**config.mk**
```make
export PLATFORM = sky130hd
export DESIGN_NAME = vfd_scanner
export DESIGN_NICKNAME = d
export VERILOG_FILES = /design/src/pkg/vfd_pkg.sv /design/src/pkg/vfd_timing_if.sv /design/src/core/vfd_pin_sync.sv /design/src/core/vfd_slot_timer.sv /design/src/core/vfd_scanner.sv
export VERILOG_INCLUDE_DIRS = /design/src /design/src/pkg
export SDC_FILE = /design/constraint.sdc
export NUM_CORES = 1
export LEC_CHECK = 0
export CAP_MARGIN = 20
export CORE_MARGIN = 2
export CORE_UTILIZATION = 50
export CTS_CLUSTER_SIZE = 20
export DETAILED_ROUTE_END_ITERATION = 8
export DONT_BUFFER_PORTS = 1
export SYNTH_ARGS = -nofsm -noshare
export SYNTH_HDL_FRONTEND = slang
export SYNTH_SLANG_ARGS = --single-unit
```
**constraint.sdc**
```tcl
create_clock -name clk_sys -period 6.95 [get_ports clk_sys]
set_input_delay 2.085 -clock clk_sys [delete_from_list [all_inputs] [get_ports clk_sys]]
set_output_delay 2.085 -clock clk_sys [all_outputs]
set_load 0.01 [all_outputs]
```
**src/pkg/vfd_params.svh**
```systemverilog
// constants of the display scanner: offsets, fields, reset values, timing
// assumes byte-wide registers on a 12-bit address port
`ifndef VFD_PARAMS_SVH
`define VFD_PARAMS_SVH

// ************************************************************
// register offsets
// ************************************************************
`define VFD_CTL1_ADDR   12'h02a
`define VFD_CTL2_ADDR   12'h02b
`define VFD_CTL3_ADDR   12'h02c
`define VFD_STAT_ADDR   12'h02d
`define VFD_LATCH_BASE  12'h030
`define VFD_LATCH_LAST  12'h034
`define VFD_BUF_BASE    12'hf80
`define VFD_BUF_LAST    12'hfcf
`define VFD_BUF_BYTES   80
`define VFD_ROW_STRIDE  16

// ************************************************************
// reset values
// ************************************************************
`define VFD_CTL1_RST    8'h80
`define VFD_CTL2_RST    8'h20
`define VFD_CTL3_RST    8'h00

// ************************************************************
// field positions
// ************************************************************
`define VFD_BLK_BIT     7
`define VFD_COARSE_HI   6
`define VFD_COARSE_LO   5
`define VFD_WIDTH_HI    4
`define VFD_DIM_HI      7
`define VFD_DIM_LO      5
`define VFD_SLOTS_HI    4
`define VFD_SPLIT_HI    7
`define VFD_SPLIT_LO    3
`define VFD_PD_SLEW_BIT 2
`define VFD_GR_SLEW_BIT 1
`define VFD_FINE_BIT    0
`define VFD_WAIT_BIT    7

// ************************************************************
// timing: slot period is 2^exp cycles of the main oscillator
// ************************************************************
`define VFD_EXP_BASE    4'h9
`define VFD_SIXTEENTH   4'h4
`define VFD_CNT_W       12
`define VFD_PINS        37
`define VFD_MAX_WIDTH   5'h05

`endif

```
**src/pkg/vfd_pkg.sv**
```systemverilog
// types of the display scanner
// assumes vfd_params.svh for numeric constants
package vfd_pkg;
   typedef enum logic [1:0] {
      VFD_IDLE,
      VFD_ARM,
      VFD_PRIME,
      VFD_RUN
   } vfd_state_t;
   typedef logic [7:0] vfd_byte_t;
endpackage

```
**src/pkg/vfd_timing_if.sv**
```systemverilog
// signals between the scanner core and its slot timer
// assumes one clock domain, clk_sys
`timescale 1ns/1ps
`default_nettype none
interface vfd_timing_if;
   logic [1:0] coarse;
   logic       fine;
   logic [2:0] brightness_fraction;
   logic       slot_end;
   logic       grid_window;
   modport core  (output coarse, output fine, output brightness_fraction, input slot_end, input grid_window);
   modport timer (input coarse, input fine, input brightness_fraction, output slot_end, output grid_window);
endinterface
`default_nettype wire

```
**src/core/vfd_pin_sync.sv**
```systemverilog
// three-stage synchroniser for port pin levels
// assumes inputs asynchronous to clk_sys
`timescale 1ns/1ps
`default_nettype none
module vfd_pin_sync #(
   parameter int W = 37
) (
   input  wire logic         clk_sys,
   input  wire logic         rst_b,
   input  wire logic [W-1:0] pin_in,
   output logic      [W-1:0] pin_level
);
   logic [W-1:0] s1_r;
   logic [W-1:0] s2_r;
   logic [W-1:0] s3_r;
   logic [W-1:0] lvl_r;

   always_ff @(posedge clk_sys) begin
      if (!rst_b) begin
         s1_r <= '0;
         s2_r <= '0;
         s3_r <= '0;
      end else begin
         s1_r <= pin_in;
         s2_r <= s1_r;
         s3_r <= s2_r;
      end
   end

   // change counts once stages two and three agree
   always_ff @(posedge clk_sys) begin
      if (!rst_b) begin
         lvl_r <= '0;
      end else begin
         lvl_r <= (s3_r & ~(s2_r ^ s3_r)) | (lvl_r & (s2_r ^ s3_r));
      end
   end

   assign pin_level = lvl_r;
endmodule
`default_nettype wire

```
**src/core/vfd_slot_timer.sv**
```systemverilog
// slot period counter and dimmer window
// assumes clk_sys is the main oscillator
`include "vfd_params.svh"
`timescale 1ns/1ps
`default_nettype none
module vfd_slot_timer (
   input  wire logic clk_sys,
   input  wire logic rst_b,
   vfd_timing_if.timer tif
);
   logic [`VFD_CNT_W-1:0] cnt_r;
   logic [3:0]            exp_w;
   logic [`VFD_CNT_W-1:0] last_w;
   logic [`VFD_CNT_W-1:0] frac_w;

   // on-time in sixteenths; reserved 000 taken as 001
   function automatic logic [4:0] on_sixteenths(input logic [2:0] d);
      logic [2:0] dd;
      dd = (d == 3'h0) ? 3'h1 : d;
      on_sixteenths = 5'h10 - {1'b0, dd, 1'b0};
   endfunction

   always_comb begin
      exp_w  = `VFD_EXP_BASE + {2'h0, tif.coarse} - {3'h0, tif.fine};
      last_w = `VFD_CNT_W'((13'h1 << exp_w) - 13'h1);
      frac_w = cnt_r >> (exp_w - `VFD_SIXTEENTH);
   end

   assign tif.slot_end    = (cnt_r >= last_w);
   assign tif.grid_window = (frac_w < {7'h0, on_sixteenths(tif.brightness_fraction)});

   always_ff @(posedge clk_sys) begin
      if (!rst_b) begin
         cnt_r <= '0;
      end else if (tif.slot_end) begin
         cnt_r <= '0;
      end else begin
         cnt_r <= cnt_r + `VFD_CNT_W'(1);
      end
   end

   AST_SLOT_RESTART: assert property (@(posedge clk_sys) disable iff (!rst_b)
      tif.slot_end |=> (cnt_r == '0)) else $error("slot counter not restarted");
   AST_WINDOW_LEADS: assert property (@(posedge clk_sys) disable iff (!rst_b)
      (cnt_r == '0) |-> tif.grid_window) else $error("grid window not at slot start");
endmodule
`default_nettype wire

```
**src/core/vfd_scanner.sv**
```systemverilog
// automatic vacuum fluorescent display scanner, top level
// assumes byte register port on clk_sys, pins pulled down externally
//
// Overview of operation
// - dimmer code gates grids 14/16 down to 2/16
// - slot count code N gives N+1 slots
// - slot count alone drives no digit pin
// - slot period 2^(9..12)/fc, fine bit subtracts one
// - separate slow-rise selects for grid and extra ports
// - split code assigns grid pins from first pin
// - dimmer changes accepted while display runs
// - buffer fetched to outputs automatically each slot
// - buffer bit one drives its output active
// - five bytes per slot, row stride sixteen
// - buffer is display refresh only
// - clearing blanking starts scanning
// - several grid bits may share one slot
// - reset clears port latches; software keeps zero
// - output width N enables the first N extra port pins, none for N above 5
// - idle drops after slot, driving after next
// - blanking stops driving at slot end, idle set
// - standby forces blanking and clears outputs
//
// Chosen here: strobed register access.
`include "vfd_params.svh"
`timescale 1ns/1ps
`default_nettype none
module vfd_scanner (
   input  wire logic                  clk_sys,
   input  wire logic                  rst_b,
   input  wire logic [11:0]           reg_addr,
   input  wire vfd_pkg::vfd_byte_t    reg_wdata,
   input  wire logic                  reg_wr,
   input  wire logic                  reg_rd,
   output vfd_pkg::vfd_byte_t         reg_rdata,
   input  wire logic                  standby_req,
   input  wire logic [36:0]           pin_in,
   output logic      [36:0]           pin_out,
   output logic      [36:0]           pin_oe,
   output logic                       grid_port_slow_rise,
   output logic                       extra_port_slow_rise,
   output logic                       display_idle
);
   import vfd_pkg::*;

   // ************************************************************
   // storage
   // ************************************************************
   vfd_byte_t   ctl1_r;
   vfd_byte_t   ctl2_r;
   vfd_byte_t   ctl3_r;
   vfd_byte_t   rdata_r;
   vfd_byte_t   buf_r [0:`VFD_BUF_BYTES-1];
   logic [36:0] latch_r;
   logic [36:0] pin_out_r;
   logic [36:0] pin_level;
   logic [36:0] disp_w;
   logic [36:0] row_w;
   logic [15:0] grid_w;
   logic [3:0]  slot_r;
   logic        wait_r;
   vfd_state_t  state_r;
   logic        drive_w;
   logic        blank_w;
   logic        slot_end;
   logic        grid_window;

   vfd_timing_if tif ();

   vfd_slot_timer u_timer (
      .clk_sys (clk_sys),
      .rst_b   (rst_b),
      .tif     (tif.timer)
   );

   vfd_pin_sync #(.W(`VFD_PINS)) u_sync (
      .clk_sys   (clk_sys),
      .rst_b     (rst_b),
      .pin_in    (pin_in),
      .pin_level (pin_level)
   );

   // ************************************************************
   // decode helpers
   // ************************************************************
   function automatic logic is_buf(input logic [11:0] a);
      is_buf = (a >= `VFD_BUF_BASE) && (a <= `VFD_BUF_LAST);
   endfunction

   function automatic logic is_latch(input logic [11:0] a);
      is_latch = (a >= `VFD_LATCH_BASE) && (a <= `VFD_LATCH_LAST);
   endfunction

   function automatic logic [6:0] buf_idx(input logic [11:0] a);
      buf_idx = 7'(a - `VFD_BUF_BASE);
   endfunction

   function automatic logic [2:0] latch_idx(input logic [11:0] a);
      latch_idx = 3'(a - `VFD_LATCH_BASE);
   endfunction

   // last active slot; reserved codes fall back to one slot
   function automatic logic [3:0] slot_last(input logic [4:0] c);
      slot_last = c[4] ? 4'h0 : c[3:0];
   endfunction

   // ************************************************************
   // configuration fields
   // ************************************************************
   assign blank_w              = ctl1_r[`VFD_BLK_BIT];
   assign tif.coarse           = ctl1_r[`VFD_COARSE_HI:`VFD_COARSE_LO];
   assign tif.fine             = ctl3_r[`VFD_FINE_BIT];
   assign tif.brightness_fraction              = ctl2_r[`VFD_DIM_HI:`VFD_DIM_LO];
   assign slot_end             = tif.slot_end;
   assign grid_window          = tif.grid_window;
   assign grid_port_slow_rise  = ctl3_r[`VFD_GR_SLEW_BIT];
   assign extra_port_slow_rise = ctl3_r[`VFD_PD_SLEW_BIT];
   assign display_idle         = wait_r;

   // ************************************************************
   // register writes
   // ************************************************************
   always_ff @(posedge clk_sys) begin
      if (!rst_b) begin
         ctl1_r <= `VFD_CTL1_RST;
      end else if (standby_req) begin
         ctl1_r[`VFD_BLK_BIT] <= 1'b1;
      end else if (reg_wr && reg_addr == `VFD_CTL1_ADDR) begin
         ctl1_r <= reg_wdata;
      end
   end

   always_ff @(posedge clk_sys) begin
      if (!rst_b) begin
         ctl2_r <= `VFD_CTL2_RST;
         ctl3_r <= `VFD_CTL3_RST;
      end else if (reg_wr && reg_addr == `VFD_CTL2_ADDR) begin
         ctl2_r <= reg_wdata;
      end else if (reg_wr && reg_addr == `VFD_CTL3_ADDR) begin
         ctl3_r <= reg_wdata;
      end
   end

   always_ff @(posedge clk_sys) begin
      if (!rst_b) begin
         latch_r <= '0;
      end else if (reg_wr && is_latch(reg_addr)) begin
         for (int i = 0; i < 8; i++) begin
            if ({latch_idx(reg_addr), 3'(i)} < 6'h25) begin
               latch_r[{latch_idx(reg_addr), 3'(i)}] <= reg_wdata[i];
            end
         end
      end
   end

   // buffer is refresh storage only, contents undefined until written
   always_ff @(posedge clk_sys) begin
      if (reg_wr && is_buf(reg_addr)) begin
         buf_r[buf_idx(reg_addr)] <= reg_wdata;
      end
   end

   // ************************************************************
   // register reads, data one cycle after the strobe
   // ************************************************************
   always_ff @(posedge clk_sys) begin
      if (!rst_b) begin
         rdata_r <= 8'h00;
      end else if (reg_rd) begin
         if (reg_addr == `VFD_CTL1_ADDR) begin
            rdata_r <= ctl1_r;
         end else if (reg_addr == `VFD_CTL2_ADDR) begin
            rdata_r <= ctl2_r;
         end else if (reg_addr == `VFD_CTL3_ADDR) begin
            rdata_r <= ctl3_r;
         end else if (reg_addr == `VFD_STAT_ADDR) begin
            rdata_r <= {wait_r, 7'h00};
         end else if (is_latch(reg_addr)) begin
            rdata_r <= 8'({3'h0, pin_level} >> {latch_idx(reg_addr), 3'h0});
         end else if (is_buf(reg_addr)) begin
            rdata_r <= buf_r[buf_idx(reg_addr)];
         end else begin
            rdata_r <= 8'h00;
         end
      end else begin
         rdata_r <= 8'h00;
      end
   end

   assign reg_rdata = rdata_r;

   // ************************************************************
   // scan sequencing
   // ************************************************************
   always_ff @(posedge clk_sys) begin
      if (!rst_b) begin
         state_r <= VFD_IDLE;
         wait_r  <= 1'b1;
      end else if (standby_req) begin
         state_r <= VFD_IDLE;
         wait_r  <= 1'b1;
      end else begin
         case (state_r)
            VFD_IDLE: begin
               if (!blank_w) begin
                  state_r <= VFD_ARM;
               end
            end
            VFD_ARM: begin
               if (blank_w) begin
                  state_r <= VFD_IDLE;
               end else if (slot_end) begin
                  state_r <= VFD_PRIME;
                  wait_r  <= 1'b0;
               end
            end
            VFD_PRIME: begin
               if (slot_end) begin
                  state_r <= blank_w ? VFD_IDLE : VFD_RUN;
                  wait_r  <= blank_w;
               end
            end
            VFD_RUN: begin
               if (slot_end && blank_w) begin
                  state_r <= VFD_IDLE;
                  wait_r  <= 1'b1;
               end
            end
            default: begin
               state_r <= VFD_IDLE;
               wait_r  <= 1'b1;
            end
         endcase
      end
   end

   always_ff @(posedge clk_sys) begin
      if (!rst_b) begin
         slot_r <= 4'h0;
      end else if (state_r != VFD_RUN) begin
         slot_r <= 4'h0;
      end else if (slot_end) begin
         if (slot_r >= slot_last(ctl2_r[`VFD_SLOTS_HI:0])) begin
            slot_r <= 4'h0;
         end else begin
            slot_r <= slot_r + 4'h1;
         end
      end
   end

   // ************************************************************
   // output data path
   // ************************************************************
   assign drive_w = (state_r == VFD_RUN) && !standby_req;

   always_comb begin
      row_w = {buf_r[{3'h4, slot_r}][4:0],
               buf_r[{3'h3, slot_r}],
               buf_r[{3'h2, slot_r}],
               buf_r[{3'h1, slot_r}],
               buf_r[{3'h0, slot_r}]};
      for (int i = 0; i < 5; i++) begin
         if (5'(i) >= ctl1_r[`VFD_WIDTH_HI:0] || ctl1_r[`VFD_WIDTH_HI:0] > `VFD_MAX_WIDTH) begin
            row_w[32 + i] = 1'b0;
         end
      end
      for (int i = 0; i < 16; i++) begin
         grid_w[i] = !ctl3_r[`VFD_SPLIT_HI] &&
                     (4'(i) <= ctl3_r[`VFD_SPLIT_HI-1:`VFD_SPLIT_LO]);
      end
      disp_w = row_w;
      if (!grid_window) begin
         disp_w[15:0] = row_w[15:0] & ~grid_w;
      end
      if (!drive_w) begin
         disp_w = '0;
      end
   end

   always_ff @(posedge clk_sys) begin
      if (!rst_b) begin
         pin_out_r <= '0;
      end else begin
         pin_out_r <= disp_w | latch_r;
      end
   end

   // source open drain: pin driven only while high
   assign pin_out = pin_out_r;
   assign pin_oe  = pin_out_r;

   // ************************************************************
   // checks
   // ************************************************************
   AST_IDLE_DROP: assert property (@(posedge clk_sys) disable iff (!rst_b)
      (state_r == VFD_ARM && slot_end && !blank_w && !standby_req) |=> !wait_r)
      else $error("idle flag not dropped at slot end");
   AST_DRIVE_START: assert property (@(posedge clk_sys) disable iff (!rst_b)
      (state_r == VFD_PRIME && slot_end && !blank_w && !standby_req) |=> state_r == VFD_RUN)
      else $error("driving did not start after second slot end");
   AST_BLANK_STOP: assert property (@(posedge clk_sys) disable iff (!rst_b)
      (state_r == VFD_RUN && slot_end && blank_w) |=> (wait_r && state_r == VFD_IDLE))
      else $error("blanking did not stop at slot end");
   AST_STANDBY_CLEAR: assert property (@(posedge clk_sys) disable iff (!rst_b)
      standby_req |=> (blank_w && wait_r && ((pin_out_r & ~$past(latch_r)) == '0)))
      else $error("standby did not blank and clear outputs");
   AST_SLOT_WRAP: assert property (@(posedge clk_sys) disable iff (!rst_b)
      (state_r == VFD_RUN && !standby_req && !blank_w && slot_end
       && slot_r == slot_last(ctl2_r[`VFD_SLOTS_HI:0])) |=> slot_r == 4'h0)
      else $error("slot index did not wrap");
   AST_SLOT_STEP: assert property (@(posedge clk_sys) disable iff (!rst_b)
      (state_r == VFD_RUN && !standby_req && !blank_w && !slot_end) |=> $stable(slot_r))
      else $error("slot index moved inside a slot");
   AST_GRID_GATE: assert property (@(posedge clk_sys) disable iff (!rst_b)
      (!grid_window) |=> ((pin_out_r[15:0] & $past(grid_w) & ~$past(latch_r[15:0])) == '0))
      else $error("grid driven outside dimmer window");
   AST_READ_STATUS: assert property (@(posedge clk_sys) disable iff (!rst_b)
      (reg_rd && reg_addr == `VFD_STAT_ADDR) |=> reg_rdata[`VFD_WAIT_BIT] == $past(wait_r))
      else $error("status read does not show idle flag");
   AST_QUIET_UNLESS_RUN: assert property (@(posedge clk_sys) disable iff (!rst_b)
      (state_r != VFD_RUN) |=> (pin_out_r == $past(latch_r)))
      else $error("pins driven while not scanning");
   AST_ARM_WAITS: assert property (@(posedge clk_sys) disable iff (!rst_b)
      (state_r == VFD_ARM) |-> wait_r)
      else $error("idle flag low before first slot end");
   AST_RUN_ACTIVE: assert property (@(posedge clk_sys) disable iff (!rst_b)
      (state_r == VFD_RUN) |-> !wait_r)
      else $error("idle flag high while scanning");
   AST_WIDTH_ZERO: assert property (@(posedge clk_sys) disable iff (!rst_b)
      (ctl1_r[`VFD_WIDTH_HI:0] == 5'h00) |=> (pin_out_r[36:32] == $past(latch_r[36:32])))
      else $error("extra port pin driven with zero output width");
   AST_SEG_WHOLE: assert property (@(posedge clk_sys) disable iff (!rst_b)
      drive_w |=> (pin_out_r[36:16] == ($past(row_w[36:16]) | $past(latch_r[36:16]))))
      else $error("segment pins do not follow buffer row");
   AST_WINDOW_PASS: assert property (@(posedge clk_sys) disable iff (!rst_b)
      (drive_w && grid_window)
      |=> (pin_out_r[15:0] == ($past(row_w[15:0]) | $past(latch_r[15:0]))))
      else $error("grid pins masked inside dimmer window");
endmodule
`default_nettype wire

```
==> results.toml, run 1 <==
[run_status]
run_status = "complete, no violations"

[clock_network]
cts_hold_buf = 0
numCtsBuffers = 93
path_clk_slew_ns = 0.06
clock-sinks = 917
clk_latency_ns = 0.67
htreeDepth = 3
cts_root_buf = "clkbuf_16"
clk_path_buf_depth = 3
postCtsResizedCells = 0
post-cts-setup-buffers = 0
cts_tree = "yes"

[run]
cap_violations = 0

[critical_path]
reg2reg_slack_ns = 3.10
startpoint_type = "primary input"
endpoint = "buf_r[54][5]$_DFFE_PP_"
r2r_cells = 13
path_max_fanout = 207
crit_path_start = "reg_addr[0]"
cp-end-kind = "flop"
r2r_start = "ctl1_r[5]$_SDFFE_PN0P_"
worst-setup-path-type = "in2reg"
reg2reg_to = "pin_oe[1]$_SDFF_PN0_"
cp.required_ns = 7.24
cp.arrival_ns = 5.00

[power]
leakage_uw = 0.0141
finalPower_uw = 11200
p_per_area_nw_per_um2 = 254
max-vdd-ir-drop_uv = 200

[global_route]
use_met2 = 0.417
antenna_found_initial = 6
busiest_layer = "met2"
grt_pass1_wl_um = 160000
grtUsageTotal = 0.266
grt_max_degree = 253
grt_pass1_vias = 22557
met1_usage = 0.378
met3_usage = 0.0574
overflow = 0

[timing]
finalHoldViolCount = 0
setup_viol = 0
slew_headroom = 0.210
post-route-min-period_ns = 4.71
worst_slack_ns = 2.24
finalSetupTns_ns = 0
finalClockSkew_ns = 0.0181
fin_crit_sh = 0.678
drv_slew = 0
worstMarginPinSlew_ns = 1.18
rsz0062_at_grt = "false"
fmax_mhz = 212

[die]
die_area_um2 = 83700
die_w_um = 289
rows = 104
ios = 147
core_area_um2 = 80500
initial_core_util = 0.506
fp.dieH_um = 289

[drt]
drtPass1Iterations = 6
via_per_inst = 6.51
wire_per_inst_um = 31.0
wl_um = 110000
drtIter0Drc = 2809
ant_nets = 0
vias = 23178
drc = 0

[placed_design]
place.gp.congestion = 0.910
dp_slack_ns = 1.79
dp_hpwl_um = 70500
io_buffer_count = 0
place_area_um2 = 40900
dpl.cell_count = 3387

[final_layout]
fin_area_um2 = 44000
finalNonFillerCells = 3562
fillers = 6255
layout-drive-gt1-share = 0.201
nets = 2509
area_growth_pct = 7.99
diodes = 0

[yosys]
synth-async-reset-ratio = 0
synth_edf_count = 640
synth_area_leaders = "edfxtp_1, mux4_2, dfxtp_1, mux2i_1, and2_1"
yosysTopAreaCellShare = 0.472
yosys.area.top_type = "edfxtp_1"
ys_types = 80
syn-cell-area_um2 = 40700
ys.flop_type = "edfxtp_1"
syn-num-nets = 2606
yosysWarnings = 0
syn_area_per_cell_um2 = 16.2
synth_seq_cells = 917
synth_cells = 2521
yosysSeqAreaShare = 0.608

[worst_hold_path]
min_from = "u_sync.s1_r[16]$_SDFF_PN0_"
hp-class = "reg2reg"
-- flip-flops by register name, summed over array words and instances (netlist names), named ones only --
signal         flops
u_timer.cnt_r     12
buf_r            640
u_sync.s2_r       37
u_sync.s3_r       37
ctl1_r             8
reg_rdata          8
u_sync.s1_r       37
pin_oe            37
state_r            2
display_idle       1
slot_r             4
latch_r           37
ctl2_r             8
ctl3_r             8
-- logic make-up after synthesis --
| family | count (synthesis) | synth area share |
|---|---|---|
| buf+inv | 221 | 0.0330 |
| other cells | 1 | 0.0000921 |
| mux | 485 | 0.225 |
| flops | 917 | 0.608 |
| simple gates | 557 | 0.0723 |
| compound gates | 304 | 0.0513 |
| fa+ha+maj | 23 | 0.00707 |
| xor+xnor | 13 | 0.00280 |
-- worst min path at each step --
stage | endpoint | slack (ns) | depth (start not counted)
3_3_place_gp | u_sync.s2_r[15]$_SDFF_PN0_ | 0.41 | 1
6_report | u_sync.s2_r[16]$_SDFF_PN0_ | 0.43 | 1
2_1_floorplan | u_sync.s2_r[0]$_SDFF_PN0_ | 0.41 | 1
3_5_place_dp | u_sync.s2_r[31]$_SDFF_PN0_ | 0.42 | 1
5_1_grt | u_sync.s2_r[15]$_SDFF_PN0_ | 0.45 | 1
4_1_cts | u_sync.s2_r[31]$_SDFF_PN0_ | 0.43 | 1
-- per-stage QoR --
stage,util,hold WS [ns]
floorplan,-,0.412
global placement,0.507,0.415
detailed placement,0.508,0.417
CTS,0.546,0.431
global route,0.546,0.446
finish,0.546,0.432
-- metal layers --
metal / share of wire / routed length, µm / up-vias
li1: - / - / 9738
met1: 0.41 / 45400 / 12110
met2: 0.47 / 51600 / 1159
met3: 0.095 / 10500 / 165
met4: 0.026 / 2890 / 6
met5: 0.00037 / 41 / -
-- layout make-up --
class,count,area [µm²],area share
inverter,18,67.6,0.00154
clock buffer,115,2460,0.0559
sequential,917,24800,0.563
clock inverter,58,608,0.0138
timing repair buffer,11,124,0.00282
tap,1060,1330,0.0302
multi-input combinational,1383,14600,0.332
-- power breakdown --
part,internal (µW),leakage (µW),switching (µW)
combinational,145,0.00457,129
clock,2820,0.00149,2190
sequential,5860,0.00800,12.5
total,8820,0.0141,2330
-- cells in the mapped netlist (all sizes together), types with 12 or more instances --
cell type  number
edfxtp        640
mux4          337
dfxtp         277
mux2i         136
nor2          127
buf           124
and2          116
nand2         115
nor2b          83
clkbuf         79
o21ai          69
a21boi         57
nand3          44
a21oi          38
o21a           24
ha             23
inv            17
a22oi          15
a32o           14
o22ai          14
a211oi         13
a31oi          13
mux2           12
-- layout by cell type (no fill, tap or decap), types with 57 or more instances in the layout --
cell type,netlist,routed
and2_1,116,116
edfxtp_1,640,640
a21boi_0,57,57
nor2_1,124,124
o21ai_0,65,65
nor2b_1,83,83
clkbuf_16,0,93
nand2_1,113,113
mux4_2,312,312
mux2i_1,136,136
dfxtp_1,277,273
-- critical path, cell delays in order --
cell     delay, ns
inv_1         0.69
nand3_1       0.95
nor2_1        1.04
Note: power is estimated with default switching activity, not from simulation.
==> inputs of run 2 (changes only) <==
==> constraint.sdc (replaced) <==
create_clock -name clk_sys -period 4.8 [get_ports clk_sys]
set_input_delay 1.44 -clock clk_sys [delete_from_list [all_inputs] [get_ports clk_sys]]
set_output_delay 1.44 -clock clk_sys [all_outputs]
set_load 0.01 [all_outputs]
==> results.toml, run 2 (synthesis results as in run 1) <==
[drt]
wl_um = 112000
via_per_inst = 6.41
wire_per_inst_um = 30.6
drtIter0Drc = 2865
drtPass1Iterations = 5
wl_met1_um = 45200
wl_met2_um = 53000
ant_nets = 0
routed.top_layer = "met4"
met3_length_um = 10700
drc = 0
vias = 23401

[clock_network]
cts_tree = "yes"
path_clk_slew_ns = 0.06
post-cts-setup-buffers = 0
numCtsBuffers = 97
postCtsResizedCells = 0
cts_hold_buf = 0
clk_latency_ns = 0.67
htreeDepth = 3
cts_root_buf = "clkbuf_16"
clk_path_buf_depth = 3
clock-sinks = 917

[global_route]
grt_pass1_vias = 23219
antenna_found_initial = 4
grtUsageTotal = 0.269
overflow = 0
grt_pass1_wl_um = 162000
grt_max_degree = 253

[final_layout]
nets = 2595
layout_common_cells = "edfxtp_1, mux4_2, dfxtp_1"
layout_commonest_cell = "edfxtp_1"
area_growth_pct = 9.75
finalNonFillerCells = 3653
fillers = 6231
largest_reg_flops = 640
layout-drive-gt1-share = 0.227
max_flop_register = "buf_r"
utilization = 0.555

[die]
ios = 147
die_area_um2 = 83700
rows = 104
fp.dieH_um = 289
core_area_um2 = 80500
initial_core_util = 0.506
die_w_um = 289

[timing]
fin_crit_sh = 0.791
fmax_mhz = 263
finalClockSkew_ns = 0.0243
rsz0062_at_grt = "false"
drv_slew = 0
finalSetupTns_ns = 0
setup_viol = 0
worstMarginPinSlew_ns = 1.08
finalHoldViolCount = 0
slew_headroom = 0.283
post-route-min-period_ns = 3.80

[critical_path]
cp-end-kind = "flop"
worst-path-stages = 6
r2r_cells = 14
path_max_fanout = 47
startpoint_type = "primary input"
worst-setup-path-type = "in2reg"
slowest_stage = "a2111oi_0"
cp.buffers_inverters = 2
path_cells = "clkinv_1, buf_4, a2111oi_0, o31ai_1, o21ai_1, a221oi_1"
cp.arrival_ns = 4.28
cp.required_ns = 5.28
path_delay_family = "compound AO/OA/AOI/OAI gates"
cpPeakStageDelay_ns = 0.90

[placed_design]
dp_hpwl_um = 71400
dpl.cell_count = 3471
io_buffer_count = 0
place.gp.congestion = 0.915

[run]
cap_violations = 0

[power]
p_per_area_nw_per_um2 = 365
finalPower_uw = 16300
max-vdd-ir-drop_uv = 260
leakage_uw = 0.0146

[worst_hold_path]
hp-class = "reg2reg"
worstHoldPathCells = 1

[run_status]
run_status = "complete, no violations"
run 2: changes by cell type in the layout (fill, tap and decap cells not counted), moves of 2 or more:
cell        before  now
buf_12           2    4
buf_4            7   89
bufinv_16        7    5
clkbuf_1        17   22
clkbuf_16       93  100
clkbuf_2         0    2
clkbuf_8         5   11
clkinv_16        2    0
clkinv_8         0    2
clkinvlp_4       6    2
diode_2          0    2
inv_16           4    1
run 2: layout make-up:
cell class / instances / area, µm² / area share
diodes: 2 / 5.00 / 0.000112
repair buffers: 93 / 748 / 0.0167
clock inverters: 44 / 395 / 0.00885
flip-flops and latches: 917 / 24800 / 0.554
inverters: 18 / 67.6 / 0.00151
clock buffers: 136 / 2750 / 0.0616
well taps: 1060 / 1330 / 0.0297
multi-input cells: 1383 / 14600 / 0.327
run 2: worst paths after layout:
| kind | startpoint | endpoint | slack [ns] |
|---|---|---|---|
| worst max register to register | ctl3_r[0]$_SDFFE_PN0P_ | pin_oe[3]$_SDFF_PN0_ | 1.09 |
| worst max-delay path | reg_addr[2] | reg_rdata[3]$_SDFF_PN0_ | 1.00 |
| worst min register to register | u_sync.s1_r[31]$_SDFF_PN0_ | u_sync.s2_r[31]$_SDFF_PN0_ | 0.43 |
| worst min-delay path | u_sync.s1_r[31]$_SDFF_PN0_ | u_sync.s2_r[31]$_SDFF_PN0_ | 0.43 |
run 2: report_power, final:
part,internal (µW),leakage (µW),switching (µW)
Combinational,212,0.00502,188
Clock,4280,0.00156,3120
Sequential,8480,0.00800,18.0
Total,13000,0.0146,3330
run 2: through the flow:
stage	instance area, µm²	setup WS, ns	hold WS, ns
after floorplan	40700	1.22	0.412
after global placement	41500	0.400	0.414
after detailed placement	41500	0.500	0.420
after CTS	44700	1.06	0.434
after global routing	44700	0.682	0.451
final	44700	1.00	0.426
run 2: layer usage:
| layer | vias up | global-route usage |
|---|---|---|
| met5 | - | 0 |
| met4 | 0 | 0.0812 |
| met3 | 178 | 0.0623 |
| met2 | 1129 | 0.424 |
| met1 | 12201 | 0.374 |
| li1 | 9893 | - |
